==> config.mk <==
export PLATFORM = sky130hd
export DESIGN_NAME = afp_port
export DESIGN_NICKNAME = d
export VERILOG_FILES = /design/src/logic/afp_pkg.sv /design/src/logic/afp_fifo.sv /design/src/logic/afp_wake.sv /design/src/logic/afp_port.sv
export SDC_FILE = /design/constraint.sdc
export NUM_CORES = 1
export LEC_CHECK = 0
export BUFFER_PORTS_ARGS = -buffer_cell sky130_fd_sc_hd__buf_2
export CAP_MARGIN = 25
export CORE_MARGIN = 2
export CORE_UTILIZATION = 58
export CTS_CLUSTER_SIZE = 25
export DETAILED_ROUTE_END_ITERATION = 10
export PLACE_DENSITY = 0.79
export SLEW_MARGIN = 10
export SYNTH_ARGS = -nofsm -noshare
export SYNTH_HDL_FRONTEND = slang
export SYNTH_HIERARCHICAL = 1
export SYNTH_SLANG_ARGS = --single-unit
export TNS_END_PERCENT = 100
==> constraint.sdc <==
create_clock -name mclk_i -period 1.8 [get_ports mclk_i]
set_input_delay 0.27 -clock mclk_i [delete_from_list [all_inputs] [get_ports mclk_i]]
set_output_delay 0.27 -clock mclk_i [all_outputs]
set_load 0.02 [all_outputs]
==> src/logic/afp_pkg.sv <==
// shared constants and carriers for the async byte fifo port
package afp_pkg;

    // data path
    localparam int unsigned DATA_W   = 8;
    localparam int unsigned TX_DEPTH = 4;

    // timing: clock rate and the least wake-up low time
    localparam int unsigned CLK_KHZ     = 40000;
    localparam int unsigned WAKE_MIN_MS = 20;
    localparam int unsigned WAKE_CYCLES = WAKE_MIN_MS * CLK_KHZ;

    // pin sample carrier, synchronised as one word
    typedef struct packed {
        logic              rd_n;
        logic              wr;
        logic              rxf_n;
        logic [DATA_W-1:0] data;
    } afp_pins_t;

    // reset values
    localparam afp_pins_t PINS_IDLE   = '{rd_n: 1'b1, wr: 1'b0, rxf_n: 1'b1, data: 8'h00};
    localparam logic      RST_OE_N    = 1'b1;
    localparam logic      RST_FLAG_N  = 1'b1;
    localparam logic      RST_POWER_ENABLE_N_N = 1'b0;
    localparam logic      RST_PULL_HI = 1'b1;

endpackage

==> src/logic/afp_fifo.sv <==
`timescale 1ns/100ps
// small fifo in the transmit path, full and empty kept as state
module afp_fifo #(
    parameter int unsigned W     = 8,
    parameter int unsigned DEPTH = 4
) (
    // clock and reset
    input  wire logic         mclk_i,
    input  wire logic         sys_rst_i,
    // filling side
    input  wire logic         in_valid_i,
    input  wire logic [W-1:0] in_data_i,
    output logic              in_ready_o,
    // draining side
    output logic              out_valid_o,
    output logic [W-1:0]      out_data_o,
    input  wire logic         out_ready_i
);
    localparam int unsigned AW = (DEPTH > 1) ? $clog2(DEPTH) : 1;
    localparam int unsigned CW = $clog2(DEPTH + 1);

    typedef struct packed {
        logic [DEPTH-1:0][W-1:0] mem;
        logic [AW-1:0]           wp;
        logic [AW-1:0]           rp;
        logic [CW-1:0]           cnt;
        logic                    full;
        logic                    empty;
    } afp_fifo_st_t;

    afp_fifo_st_t st_ff;
    afp_fifo_st_t nxt_st;
    logic         push;
    logic         pop;

    // flags are flops, so the ready seen outside is never a long path
    always_comb begin
        nxt_st = st_ff;
        push   = in_valid_i && !st_ff.full;
        pop    = out_ready_i && !st_ff.empty;
        if (push) begin
            nxt_st.mem[st_ff.wp] = in_data_i;
            nxt_st.wp = (st_ff.wp == AW'(DEPTH - 1)) ? '0 : st_ff.wp + 1'b1;
        end
        if (pop) begin
            nxt_st.rp = (st_ff.rp == AW'(DEPTH - 1)) ? '0 : st_ff.rp + 1'b1;
        end
        if (push && !pop) nxt_st.cnt = st_ff.cnt + 1'b1;
        if (pop && !push) nxt_st.cnt = st_ff.cnt - 1'b1;
        nxt_st.full  = (nxt_st.cnt == CW'(DEPTH));
        nxt_st.empty = (nxt_st.cnt == '0);
        if (sys_rst_i) begin
            nxt_st       = '0;
            nxt_st.empty = 1'b1;
        end
    end

    always_ff @(posedge mclk_i) begin
        st_ff <= nxt_st;
    end

    assign in_ready_o  = !st_ff.full;
    assign out_valid_o = !st_ff.empty;
    assign out_data_o  = st_ff.mem[st_ff.rp];
endmodule

==> src/logic/afp_wake.sv <==
`timescale 1ns/100ps
// measures a low on the wake pin and asks for resume once per low period
module afp_wake #(
    parameter int unsigned CYC = afp_pkg::WAKE_CYCLES
) (
    // clock and reset
    input  wire logic mclk_i,
    input  wire logic sys_rst_i,
    // wake pin, already synchronised, and its enable
    input  wire logic arm_i,
    input  wire logic level_n_i,
    // one-cycle request towards the usb side
    output logic      resume_o
);
    localparam int unsigned CW = $clog2(CYC + 1);

    typedef struct packed {
        logic [CW-1:0] cnt;
        logic          fired;
        logic          resume;
    } afp_wake_st_t;

    afp_wake_st_t  st_ff;
    afp_wake_st_t  nxt_st;
    logic [CW-1:0] low_run_ff;

    // a release or disarm restarts the count, so glitches never add up
    always_comb begin
        nxt_st        = st_ff;
        nxt_st.resume = 1'b0;
        if (!arm_i || level_n_i) begin
            nxt_st.cnt   = '0;
            nxt_st.fired = 1'b0;
        end else if (!st_ff.fired) begin
            if (st_ff.cnt == CW'(CYC - 1)) begin
                nxt_st.resume = 1'b1;
                nxt_st.fired  = 1'b1;
            end else begin
                nxt_st.cnt = st_ff.cnt + 1'b1;
            end
        end
        if (sys_rst_i) nxt_st = '0;
    end

    always_ff @(posedge mclk_i) begin
        st_ff <= nxt_st;
    end

    assign resume_o = st_ff.resume;

    // helper: length of the present armed low run, saturating
    always_ff @(posedge mclk_i) begin
        if (sys_rst_i || !arm_i || level_n_i) begin
            low_run_ff <= '0;
        end else if (low_run_ff != CW'(CYC)) begin
            low_run_ff <= low_run_ff + 1'b1;
        end
    end
endmodule

==> src/logic/afp_port.sv <==
`timescale 1ns/100ps
module afp_port #(
    parameter int unsigned WAKE_CYCLES = afp_pkg::WAKE_CYCLES,
    parameter int unsigned TX_DEPTH    = afp_pkg::TX_DEPTH
) (
    // clock and reset
    input  wire logic                       mclk_i,
    input  wire logic                       sys_rst_i,
    // strobes from the controller
    input  wire logic                       rd_n_i,
    input  wire logic                       wr_i,
    // data bus, split into in, out and enable
    input  wire logic [afp_pkg::DATA_W-1:0] fifo_data_bus_i,
    output logic      [afp_pkg::DATA_W-1:0] fifo_data_bus_o,
    output logic                            fifo_data_bus_oe_n_o,
    // pacing flags
    output logic                            tx_space_flag_n_o,
    output logic                            tx_space_flag_oe_n_o,
    input  wire logic                       rx_data_flag_n_i,
    output logic                            rx_data_flag_n_o,
    output logic                            rx_data_flag_oe_n_o,
    // suspend indication and pin pulls
    output logic                            power_enable_n_o,
    output logic                            pin_pull_low_o,
    output logic                            pin_pull_high_o,
    // usb side control and configuration memory options
    input  wire logic                       usb_suspend_i,
    input  wire logic                       cfg_remote_wakeup_i,
    input  wire logic                       cfg_suspend_pull_low_i,
    output logic                            resume_req_o,
    // receive stream from the usb side
    input  wire logic                       rx_valid_i,
    input  wire logic [afp_pkg::DATA_W-1:0] rx_data_i,
    output logic                            rx_ready_o,
    // transmit stream to the usb side
    output logic                            tx_valid_o,
    output logic      [afp_pkg::DATA_W-1:0] tx_data_o,
    input  wire logic                       tx_ready_i
);
    typedef struct packed {
        afp_pkg::afp_pins_t          s1;
        afp_pkg::afp_pins_t          s2;
        logic                        rd_d;
        logic                        wr_d;
        logic [afp_pkg::DATA_W-1:0]  cur;
        logic                        cur_v;
        logic                        rx_rdy;
        logic [afp_pkg::DATA_W-1:0]  dout;
        logic                        dout_oe_n;
        logic                        txf_n;
        logic                        txf_oe_n;
        logic                        rxf_n;
        logic                        rxf_oe_n;
        logic                        power_enable_n_n;
        logic                        pull_lo;
        logic                        pull_hi;
        logic [afp_pkg::DATA_W-1:0]  txd;
        logic                        txv;
    } afp_port_st_t;

    afp_port_st_t               st_ff;
    afp_port_st_t               nxt_st;
    afp_pkg::afp_pins_t         pins_raw;
    logic                       rd_fall;
    logic                       wr_fall;
    logic                       push;
    logic                       wake_arm;
    logic                       fifo_in_ready;
    logic                       fifo_out_valid;
    logic [afp_pkg::DATA_W-1:0] fifo_out_data;
    logic                       fifo_pop;
    logic                       resume_pulse;

    // high-to-low edge on a synchronised strobe
    function automatic logic fell(input logic prev, input logic now);
        return prev && !now;
    endfunction

    // all pins sampled as one word so data and strobe stay aligned
    assign pins_raw = '{rd_n: rd_n_i, wr: wr_i, rxf_n: rx_data_flag_n_i, data: fifo_data_bus_i};

    // edges are taken from the second stage only, never the first
    assign rd_fall  = fell(st_ff.rd_d, st_ff.s2.rd_n);
    assign wr_fall  = fell(st_ff.wr_d, st_ff.s2.wr);
    // a write while we drive the bus would capture our own byte
    assign push     = wr_fall && st_ff.s2.rd_n;
    assign wake_arm = st_ff.power_enable_n_n && cfg_remote_wakeup_i;
    assign fifo_pop = fifo_out_valid && (!st_ff.txv || tx_ready_i);

    always_comb begin
        nxt_st    = st_ff;
        nxt_st.s1 = pins_raw;
        nxt_st.s2 = st_ff.s1;
        nxt_st.rd_d = st_ff.s2.rd_n;
        nxt_st.wr_d = st_ff.s2.wr;

        // read side: falling edge hands the waiting byte to the bus latch
        if (rd_fall && st_ff.cur_v) begin
            nxt_st.dout  = st_ff.cur;
            nxt_st.cur_v = 1'b0;
        end
        if (st_ff.rx_rdy && rx_valid_i) begin
            nxt_st.cur   = rx_data_i;
            nxt_st.cur_v = 1'b1;
        end
        // one holding slot keeps the flag exact; some throughput is traded for it
        nxt_st.rx_rdy = !nxt_st.cur_v;

        // bus driven only while the strobe is low
        nxt_st.dout_oe_n = st_ff.s2.rd_n;

        // receive flag follows the holding byte
        nxt_st.rxf_n = !nxt_st.cur_v;

        // flag held high for the write cycle itself, fifo count lags one
        nxt_st.txf_n = !fifo_in_ready || push;

        // wake mode hands the receive flag pin to the outside
        nxt_st.txf_oe_n = 1'b0;
        nxt_st.rxf_oe_n = wake_arm;

        // suspend indication and pin pulls
        nxt_st.power_enable_n_n = usb_suspend_i;
        nxt_st.pull_lo = usb_suspend_i && cfg_suspend_pull_low_i;
        nxt_st.pull_hi = !(usb_suspend_i && cfg_suspend_pull_low_i);

        // output stage after the fifo, so the stream comes from flops
        if (fifo_pop) begin
            nxt_st.txd = fifo_out_data;
            nxt_st.txv = 1'b1;
        end else if (tx_ready_i) begin
            nxt_st.txv = 1'b0;
        end

        // reset floats both flags and the bus
        if (sys_rst_i) begin
            nxt_st           = '0;
            nxt_st.s1        = afp_pkg::PINS_IDLE;
            nxt_st.s2        = afp_pkg::PINS_IDLE;
            nxt_st.rd_d      = afp_pkg::PINS_IDLE.rd_n;
            nxt_st.rx_rdy    = 1'b1;
            nxt_st.dout_oe_n = afp_pkg::RST_OE_N;
            nxt_st.txf_oe_n  = afp_pkg::RST_OE_N;
            nxt_st.rxf_oe_n  = afp_pkg::RST_OE_N;
            nxt_st.txf_n     = afp_pkg::RST_FLAG_N;
            nxt_st.rxf_n     = afp_pkg::RST_FLAG_N;
            nxt_st.power_enable_n_n   = afp_pkg::RST_POWER_ENABLE_N_N;
            nxt_st.pull_hi   = afp_pkg::RST_PULL_HI;
        end
    end

    always_ff @(posedge mclk_i) begin
        st_ff <= nxt_st;
    end

    // transmit buffer, full flag paces the controller
    afp_fifo #(
        .W     (afp_pkg::DATA_W),
        .DEPTH (TX_DEPTH)
    ) u_tx_fifo (
        .mclk_i      (mclk_i),
        .sys_rst_i   (sys_rst_i),
        .in_valid_i  (push),
        .in_data_i   (st_ff.s2.data),
        .in_ready_o  (fifo_in_ready),
        .out_valid_o (fifo_out_valid),
        .out_data_o  (fifo_out_data),
        .out_ready_i (fifo_pop)
    );

    // wake-up low time measurement on the receive flag pin
    afp_wake #(
        .CYC (WAKE_CYCLES)
    ) u_wake (
        .mclk_i    (mclk_i),
        .sys_rst_i (sys_rst_i),
        .arm_i     (wake_arm),
        .level_n_i (st_ff.s2.rxf_n),
        .resume_o  (resume_pulse)
    );

    // outputs straight from flops
    assign fifo_data_bus_o      = st_ff.dout;
    assign fifo_data_bus_oe_n_o = st_ff.dout_oe_n;
    assign tx_space_flag_n_o    = st_ff.txf_n;
    assign tx_space_flag_oe_n_o = st_ff.txf_oe_n;
    assign rx_data_flag_n_o     = st_ff.rxf_n;
    assign rx_data_flag_oe_n_o  = st_ff.rxf_oe_n;
    assign power_enable_n_o     = st_ff.power_enable_n_n;
    assign pin_pull_low_o       = st_ff.pull_lo;
    assign pin_pull_high_o      = st_ff.pull_hi;
    assign resume_req_o         = resume_pulse;
    assign rx_ready_o           = st_ff.rx_rdy;
    assign tx_valid_o           = st_ff.txv;
    assign tx_data_o            = st_ff.txd;
endmodule

Yosys cells after proc, flatten, opt, wreduce, memory -nomap -nowiden
Index checks and enable logic that the tools add are counted.
Widths: inputs -> output; s select.
- $add $sub $neg: 5
- $lt $le $gt $ge: 3
- equal/unequal tests: 4
- mux-type cells: 17
- bitwise logic cells: 2
- reduce and logical (&&, ||, !) cells: 31
- operators with widths (kind ; count):
    $bwmux 32 ; 1
    $mux 8 ; 3
    $add 20x1->20 const B ; 1
    $eq 20x20->1 const B ; 1
    $bmux 8 s2 ; 1
    $demux 8 s2 ; 1
    $mux 15 ; 1
    $logic_and 1x1->1 ; 13
    $logic_not 1->1 ; 10
    $mux 2 ; 4
    $lt 2x3->1 const B ; 2
    $mux 3 ; 2
    $add 2x1->2 const B ; 2
    $eq 2x2->1 const B ; 2
    $mux 1 ; 4
    $add 3x1->3 const B ; 1
    $eq 3x3->1 const B ; 1
    $logic_not 3->1 ; 1
    $logic_or 1x1->1 ; 3
    $reduce_or 3->1 ; 1
    $sub 3x1->3 const B ; 1
    $ge 2x1->1 const B ; 1
    $not 1->1 ; 2
    $reduce_and 2->1 ; 1
    2 further kinds ; 2
- register bits: 120

Depth between registers and ports, before layout
Gate-level depths: netlist of the first run.
- depth after elaboration: 9
- gate-level depth with buffers: 8

By module
Netlist of the first run, hierarchy kept.
- modules (own cells, without submodules) (module ; times used ; cells an instance ; area an instance (um2)):
    afp_port ; 1 ; 199 ; 1986.9
    afp_fifo ; 1 ; 222 ; 1918.1
    afp_wake ; 1 ; 120 ; 1062.3

Least setup slack after synthesis of the first run
OpenSTA, ideal clock, no wires.
- path type: register to register
- start point: register st_ff, in the netlist power_enable_n_o
- end point: register u_wake/st_ff[9] in the netlist's numbering
- library setup time: 0.069 ns
- arrival time: 1.656 ns
- data required time: 1.731 ns
- slack: 0.075 ns
- stages on the path, launching flop included: 5
- path buffers: 0
- path through: dfxtp_1 and2_1 or3b_1 or4_2 o21ai_1
- longest elaborated chain between the ends: 4
- RTL lines (item ; line ; source):
    from (decl) ; afp_port.sv:61 ; afp_port_st_t st_ff;
    from (signal assigned) ; afp_port.sv:153 ; st_ff <= nxt_st;
    $logic_and 1x1->1 ; afp_port.sv:87 ; assign wake_arm = st_ff.power_enable_n_n && cfg_remote_wakeup_i;
    net wake_arm ; afp_port.sv:67 ; logic wake_arm;
    $logic_not 1->1 ; -- ;
    $logic_or 1x1->1 ; afp_wake.sv:31 ; if (!arm_i || level_n_i) begin
    $reduce_or 2->1 (no line) ; -- ;
    to (signal assigned) ; afp_wake.sv:46 ; st_ff <= nxt_st;
    to (decl) ; afp_wake.sv:23 ; afp_wake_st_t st_ff;
The timed path passes the listed nets, and every way through them passes these cells.
A chain may end at the register's enable or synchronous reset.

Worst setup path in the final report of the first run
- start point: register u_wake/st_ff[2] in the netlist's numbering
- end point: register u_wake/st_ff[9] in the netlist's numbering
- longest elaborated chain between the ends: 3
- elaborated cells between the ends (all ways): 4
- RTL lines (item):
    branches (longest 3 deep; another with $add 20x1->20)
Several ways; the timed one is not identified.

==> results of run 1 <==
[worst max-delay path by stage]
stage,startpoint,to,slack (ns),cells past startpoint
after global placement,cfg_remote_wakeup_i,u_wake/st_ff[9],0.16,5
after floorplan,power_enable_n_o,u_wake/st_ff[9],0.07,4
after CTS,u_wake/st_ff[2],u_wake/st_ff[9],0.03,6
after detailed placement,u_wake/st_ff[16],u_wake/st_ff[2],0.08,5
final,u_wake/st_ff[2],u_wake/st_ff[9],0.11,6
after global routing,u_wake/st_ff[12],u_wake/st_ff[6],-0.003,5
[timing repair]
action,4_1_cts,5_1_grt
resized for setup,0,9
hold buffers,13,0
setup buffers,0,0
endpoints found under the hold margin,14,0
setup endpoints to repair,0,32
[area by class of cell]
class | instances | area [sq um] | share of cell area (%)
Clock buffer | 20 | 445 | 7.51
Clock inverter | 12 | 126 | 2.13
Inverter | 14 | 52.6 | 0.886
Multi-Input combinational cell | 358 | 2240 | 37.7
Sequential cell | 120 | 2400 | 40.5
Tap cell | 105 | 131 | 2.21
Timing Repair Buffer | 81 | 536 | 9.03
[logic make-up after synthesis]
| family | share of synthesized area [%] |
|---|---|
| AND/OR/NAND/NOR | 25.7 |
| XOR/XNOR | 3.15 |
| adder cells (fa/ha/maj) | 2.02 |
| buffers and inverters | 7.33 |
| flip-flops | 48.4 |
| AO/OA/AOI/OAI | 8.24 |
| multiplexers | 5.24 |
[cell usage after synthesis, types with 6 or more instances]
cell and n:
or2_2 6, buf_2 9, clkbuf_1 14, dfxtp_1 120
a21oi_1 59, nand3_1 50, nor2b_1 17, buf_4 21
inv_1 14, nor4_1 6, nor2_1 24, nor3_1 7
xnor2_1 8, nand2_1 71, xor2_1 8, mux2i_1 8
nand2b_1 18, mux4_2 8, ha_1 8
[flip-flops by register name, summed over array words and instances (netlist names)]
signal,count
u_wake/st_ff,21
pin_pull_high_o,1
u_wake/resume_o,1
rx_data_flag_n_o,1
power_enable_n_o,1
tx_space_flag_n_o,1
fifo_data_bus_o,8
pin_pull_low_o,1
tx_valid_o,1
tx_space_flag_oe_n_o,1
u_tx_fifo/st_ff,41
tx_data_o,8
st_ff,32
rx_data_flag_oe_n_o,1
fifo_data_bus_oe_n_o,1
[where the power goes]
part           switching, mW  total, mW  leakage, nW  internal, mW
Sequential            0.0524       2.79        0.976          2.74
Combinational          0.242      0.450         1.01         0.209
Clock                   1.15       3.18        0.269          2.03
Total                   1.44       6.42         2.25          4.98
[critical path: stages (launching register included)]
cell     delay (ns)
dfxtp_1        0.34
ha_1           0.23
nand3_1        0.10
or2_4          0.16
o21ai_1        0.14
or4_2          0.57
o21ai_1        0.09
[per-layer routing]
layer	GRT usage [%]	routed length, microns
met1	28.3	4350
met2	41.1	5200
met3	7.29	646
met4	9.51	105
met5	0	0
[stage by stage]
step                      setup slack [ns]  cell area, sq um  hold WS [ns]  utilization [%]
after CTS                           0.0311              5890       0.00279             71.4
after global routing              -0.00335              5930        0.0222             71.8
final                                0.114              5930        0.0252             71.8
after global placement               0.164              5190         0.399             62.9
after floorplan                     0.0748              4970         0.298                -
after detailed placement            0.0777              5190         0.392             62.9
==> results.json, run 1 <==
{
  "totalPowerFinal_mw": 6.42,
  "layout-drive-gt1-share_pct": 22.6,
  "netlist_area_sq_um": 4970,
  "setup_violations": 0,
  "endpoint_kind": "flop",
  "synth_async_sr_flop_share_pct": 0,
  "worstSkewPairLatency_ns": 0.50,
  "start_util_pct": 60.2,
  "die_w_microns": 96.5,
  "cp.arrival_ns": 2.12,
  "maxCapViolCount": 0,
  "synth_fp_nets": 575,
  "firstDrtPassIters": 5,
  "hold_viol_final": 0,
  "dp.cells": 665,
  "fp.coreArea_sq_um": 8260,
  "routed_via_density": 5.59,
  "overflow": 0,
  "hold_end": "st_ff[34]",
  "peakVddDrop_v": 0.000673,
  "holdPathStages": 3,
  "nFillCells": 615,
  "r2r-end": "u_wake/st_ff[9]",
  "synth_cell_types": 53,
  "grt_pass1_vias": 3859,
  "r2r-start": "u_wake/st_ff[2]",
  "fin_cells": 710,
  "drcViolationCount": 0,
  "slew_violations": 0,
  "yosysSeqAreaShare_pct": 48.4,
  "path_class": "flop to flop",
  "min_period_over_period_pct": 93.7,
  "synth_top_area_share_pct": 48.4,
  "path_clk_slew_ns": 0.06,
  "vias": 3967,
  "synth_area_leaders": "dfxtp_1 48%, a21oi_1 5.9%, nand2_1 5.4%",
  "layout_common_cells": "119 x dfxtp_1, 71 x nand2_1, 59 x a21oi_1, 52 x buf_2, 49 x nand3_1",
  "synth_edf_count": 0,
  "min-delay-start": "rx_data_i[7]",
  "ys_warn_count": 6,
  "final.setup.tns_ns": 0,
  "final_common_cell": "dfxtp_1",
  "cts_sinks": 120,
  "post-route-min-period_ns": 1.69,
  "area_delta_synth_final_pct": 19.4,
  "slew_headroom_pct": 66.1,
  "synth_ff_type": "dfxtp_1",
  "cp_max_fo": 6,
  "fmax_mhz": 593,
  "outcome": "completed",
  "io_pins": 53,
  "start_kind": "flop",
  "critPathRequiredTime_ns": 2.24,
  "yosysTopAreaCell": "dfxtp_1",
  "grt_pass1_wl_microns": 17200,
  "r2r_setup_slack_ns": 0.11,
  "hold_path.class": "primary input to flop",
  "power_leakage_nw": 2.25,
  "port-buffer-count": 52,
  "cts_max_path_buffers": 2,
  "cellPowerDensity_nw_per_um2": 1080,
  "die_y_microns": 96.5,
  "final_nets": 626,
  "grt.total_usage_pct": 24.0,
  "ant_nets": 0,
  "avgSynthCellArea_sq_um": 9.18,
  "tightest_slew_ns": 0.508,
  "wl_per_cell_microns": 14.5,
  "ctsHtreeMaxLevel": 4,
  "worst_r2r_path_depth": 6,
  "dieArea_sq_um": 9320,
  "num_rows": 33,
  "n_antenna_cell": 0,
  "wirelength_microns": 10300,
  "drt_iter0_drc": 179,
  "syn_inst": 541,
  "dp_hpwl_microns": 6510,
  "ys_seq_elements": 120,
  "antenna_found_initial": 0,
  "cts_root_buf": "clkbuf_8",
  "cts_tree": "done",
  "place_congestion": 0.811,
  "grt_max_degree": 105,
  "numCtsBuffers": 17,
  "skew_ns": 0.00942
}
(Power assumes the default switching activity.)
==> inputs of run 2 (changes only) <==
--- a/config.mk
+++ b/config.mk
@@ -12,6 +12,7 @@
 export CTS_CLUSTER_SIZE = 25
 export DETAILED_ROUTE_END_ITERATION = 10
 export PLACE_DENSITY = 0.79
+export REMOVE_ABC_BUFFERS = 1
 export SLEW_MARGIN = 10
 export SYNTH_ARGS = -nofsm -noshare
 export SYNTH_HDL_FRONTEND = slang
==> constraint.sdc (replaced) <==
create_clock -name mclk_i -period 1.8 [get_ports mclk_i]
set_input_delay 0.27 -clock mclk_i [delete_from_list [all_inputs] [get_ports mclk_i]]
set_output_delay 0.27 -clock mclk_i [all_outputs]
set_load 0.1 [all_outputs]
==> run 2 against run 1 <==
Effect of this change:
- worst hold slack lost 0.0067 ns
- power is 3.8% higher
- clock skew about the same
- critical endpoint unchanged
==> results.json, run 2 (same netlist as run 1, synthesis figures left out) <==
{
  "totalPowerFinal_mw": 6.66,
  "vias": 3839,
  "path_class": "flop to flop",
  "die_w_microns": 96.5,
  "wl_per_cell_microns": 14.1,
  "final_common_cell": "dfxtp_1",
  "cellPowerDensity_nw_per_um2": 1120,
  "stdcell_area_sq_um": 5940,
  "fmax_mhz": 592,
  "n_antenna_cell": 0,
  "ant_nets": 0,
  "ctsHtreeMaxLevel": 4,
  "critPathRequiredTime_ns": 2.25,
  "start_kind": "flop",
  "layout-drive-gt1-share_pct": 21.4,
  "port-buffer-count": 52,
  "numCtsBuffers": 17,
  "slew_headroom_pct": 65.1,
  "cts_setup_buffers": 0,
  "top_register": "u_tx_fifo/st_ff",
  "grt_pass1_wl_microns": 16900,
  "skew_ns": 0.00905,
  "final_nets": 628,
  "slew_violations": 0,
  "outcome": "completed",
  "dieArea_sq_um": 9320,
  "cp_max_fo": 7,
  "layout_common_cells": "120 x dfxtp_1, 71 x nand2_1, 59 x a21oi_1, 52 x buf_2, 50 x nand3_1",
  "drt_iter0_drc": 180,
  "die_y_microns": 96.5,
  "fp.coreArea_sq_um": 8260,
  "peakVddDrop_v": 0.000661,
  "endpoint_kind": "flop",
  "hold_viol_final": 0,
  "routed_via_density": 5.39,
  "min_period_over_period_pct": 93.8,
  "grt_max_degree": 105,
  "tightest_slew_ns": 0.523,
  "antenna_found_initial": 0,
  "cp.arrival_ns": 2.14,
  "worstSkewPairLatency_ns": 0.51,
  "grt.total_usage_pct": 23.7,
  "r2r_setup_slack_ns": 0.11,
  "cts_tree": "done",
  "firstDrtPassIters": 5,
  "start_util_pct": 60.2,
  "path_clk_slew_ns": 0.06,
  "final.setup.tns_ns": 0,
  "top_regs": "u_tx_fifo/st_ff (41), st_ff (32), u_wake/st_ff (21)",
  "area_delta_synth_final_pct": 19.6,
  "drcViolationCount": 0,
  "wirelength_microns": 10000,
  "cts_sinks": 120,
  "cts_max_path_buffers": 2,
  "grt_pass1_vias": 3612,
  "place_congestion": 0.804,
  "post-route-min-period_ns": 1.69,
  "maxCapViolCount": 0,
  "hold_path.class": "primary input to flop",
  "overflow": 0,
  "setup_violations": 0,
  "power_leakage_nw": 2.26,
  "largest_register_ffs": 41,
  "rsz0062_at_grt": "no",
  "post_dp_cell_area_sq_um": 5170,
  "cts_root_buf": "clkbuf_8",
  "dp_hpwl_microns": 6230,
  "io_pins": 53,
  "num_rows": 33
}
==> run 2: layout make-up <==
type | instances | area, sq um
Sequential cell | 120 | 2400
Fill cell | 629 | 2310
Multi-Input combinational cell | 358 | 2210
Timing Repair Buffer | 83 | 563
Clock buffer | 18 | 418
Clock inverter | 14 | 165
Tap cell | 105 | 131
Inverter | 14 | 52.6
==> run 2: report_power, final <==
group | internal [mW] | leakage [nW] | total (mW) | switching [mW]
Sequential | 2.74 | 0.976 | 2.79 | 0.0491
Clock | 2.00 | 0.279 | 3.30 | 1.30
Combinational | 0.209 | 1.00 | 0.577 | 0.368
Total | 4.95 | 2.26 | 6.66 | 1.71
==> run 2: final timing paths <==
path / from / cells after the start / endpoint
max: u_wake/st_ff[10] / 5 / u_wake/st_ff[9]
min: rx_data_i[2] / 3 / st_ff[29]
max reg2reg: u_wake/st_ff[10] / 5 / u_wake/st_ff[9]
min reg2reg: st_ff[56] / 1 / st_ff[45]
==> run 2: metrics by stage <==
stage	util (%)	std cells	hold slack, ns	worst slack, ns
2_1_floorplan	-	492	0.298	-0.746
3_3_place_gp	62.6	662	0.392	0.174
3_5_place_dp	62.6	662	0.402	0.117
4_1_cts	71.8	712	0.00144	0.0811
5_1_grt	72.0	712	0.0122	0.00108
6_report	72.0	712	0.0184	0.112
==> run 2: timing repair <==
item                                    4_1_cts  5_1_grt
hold buffers                                 18        0
endpoints found under the setup margin        0        3
resized for setup                             0        3
hold endpoints to repair                     19        0
==> run 2: worst max-delay path: stages (launching register included) <==
cell and delay (ns):
dfxtp_1 0.40, and4b_1 0.21, nand3_1 0.26, o21ai_2 0.12, or4_2 0.54, o21ai_1 0.09
==> run 2: per-layer routing <==
metal,up-vias,track usage [%],routed length (microns)
met1,1799,29.3,4340
met5,-,0,0
met3,15,6.83,530
li1,1922,-,-
met4,0,7.51,125
met2,103,40.2,5040
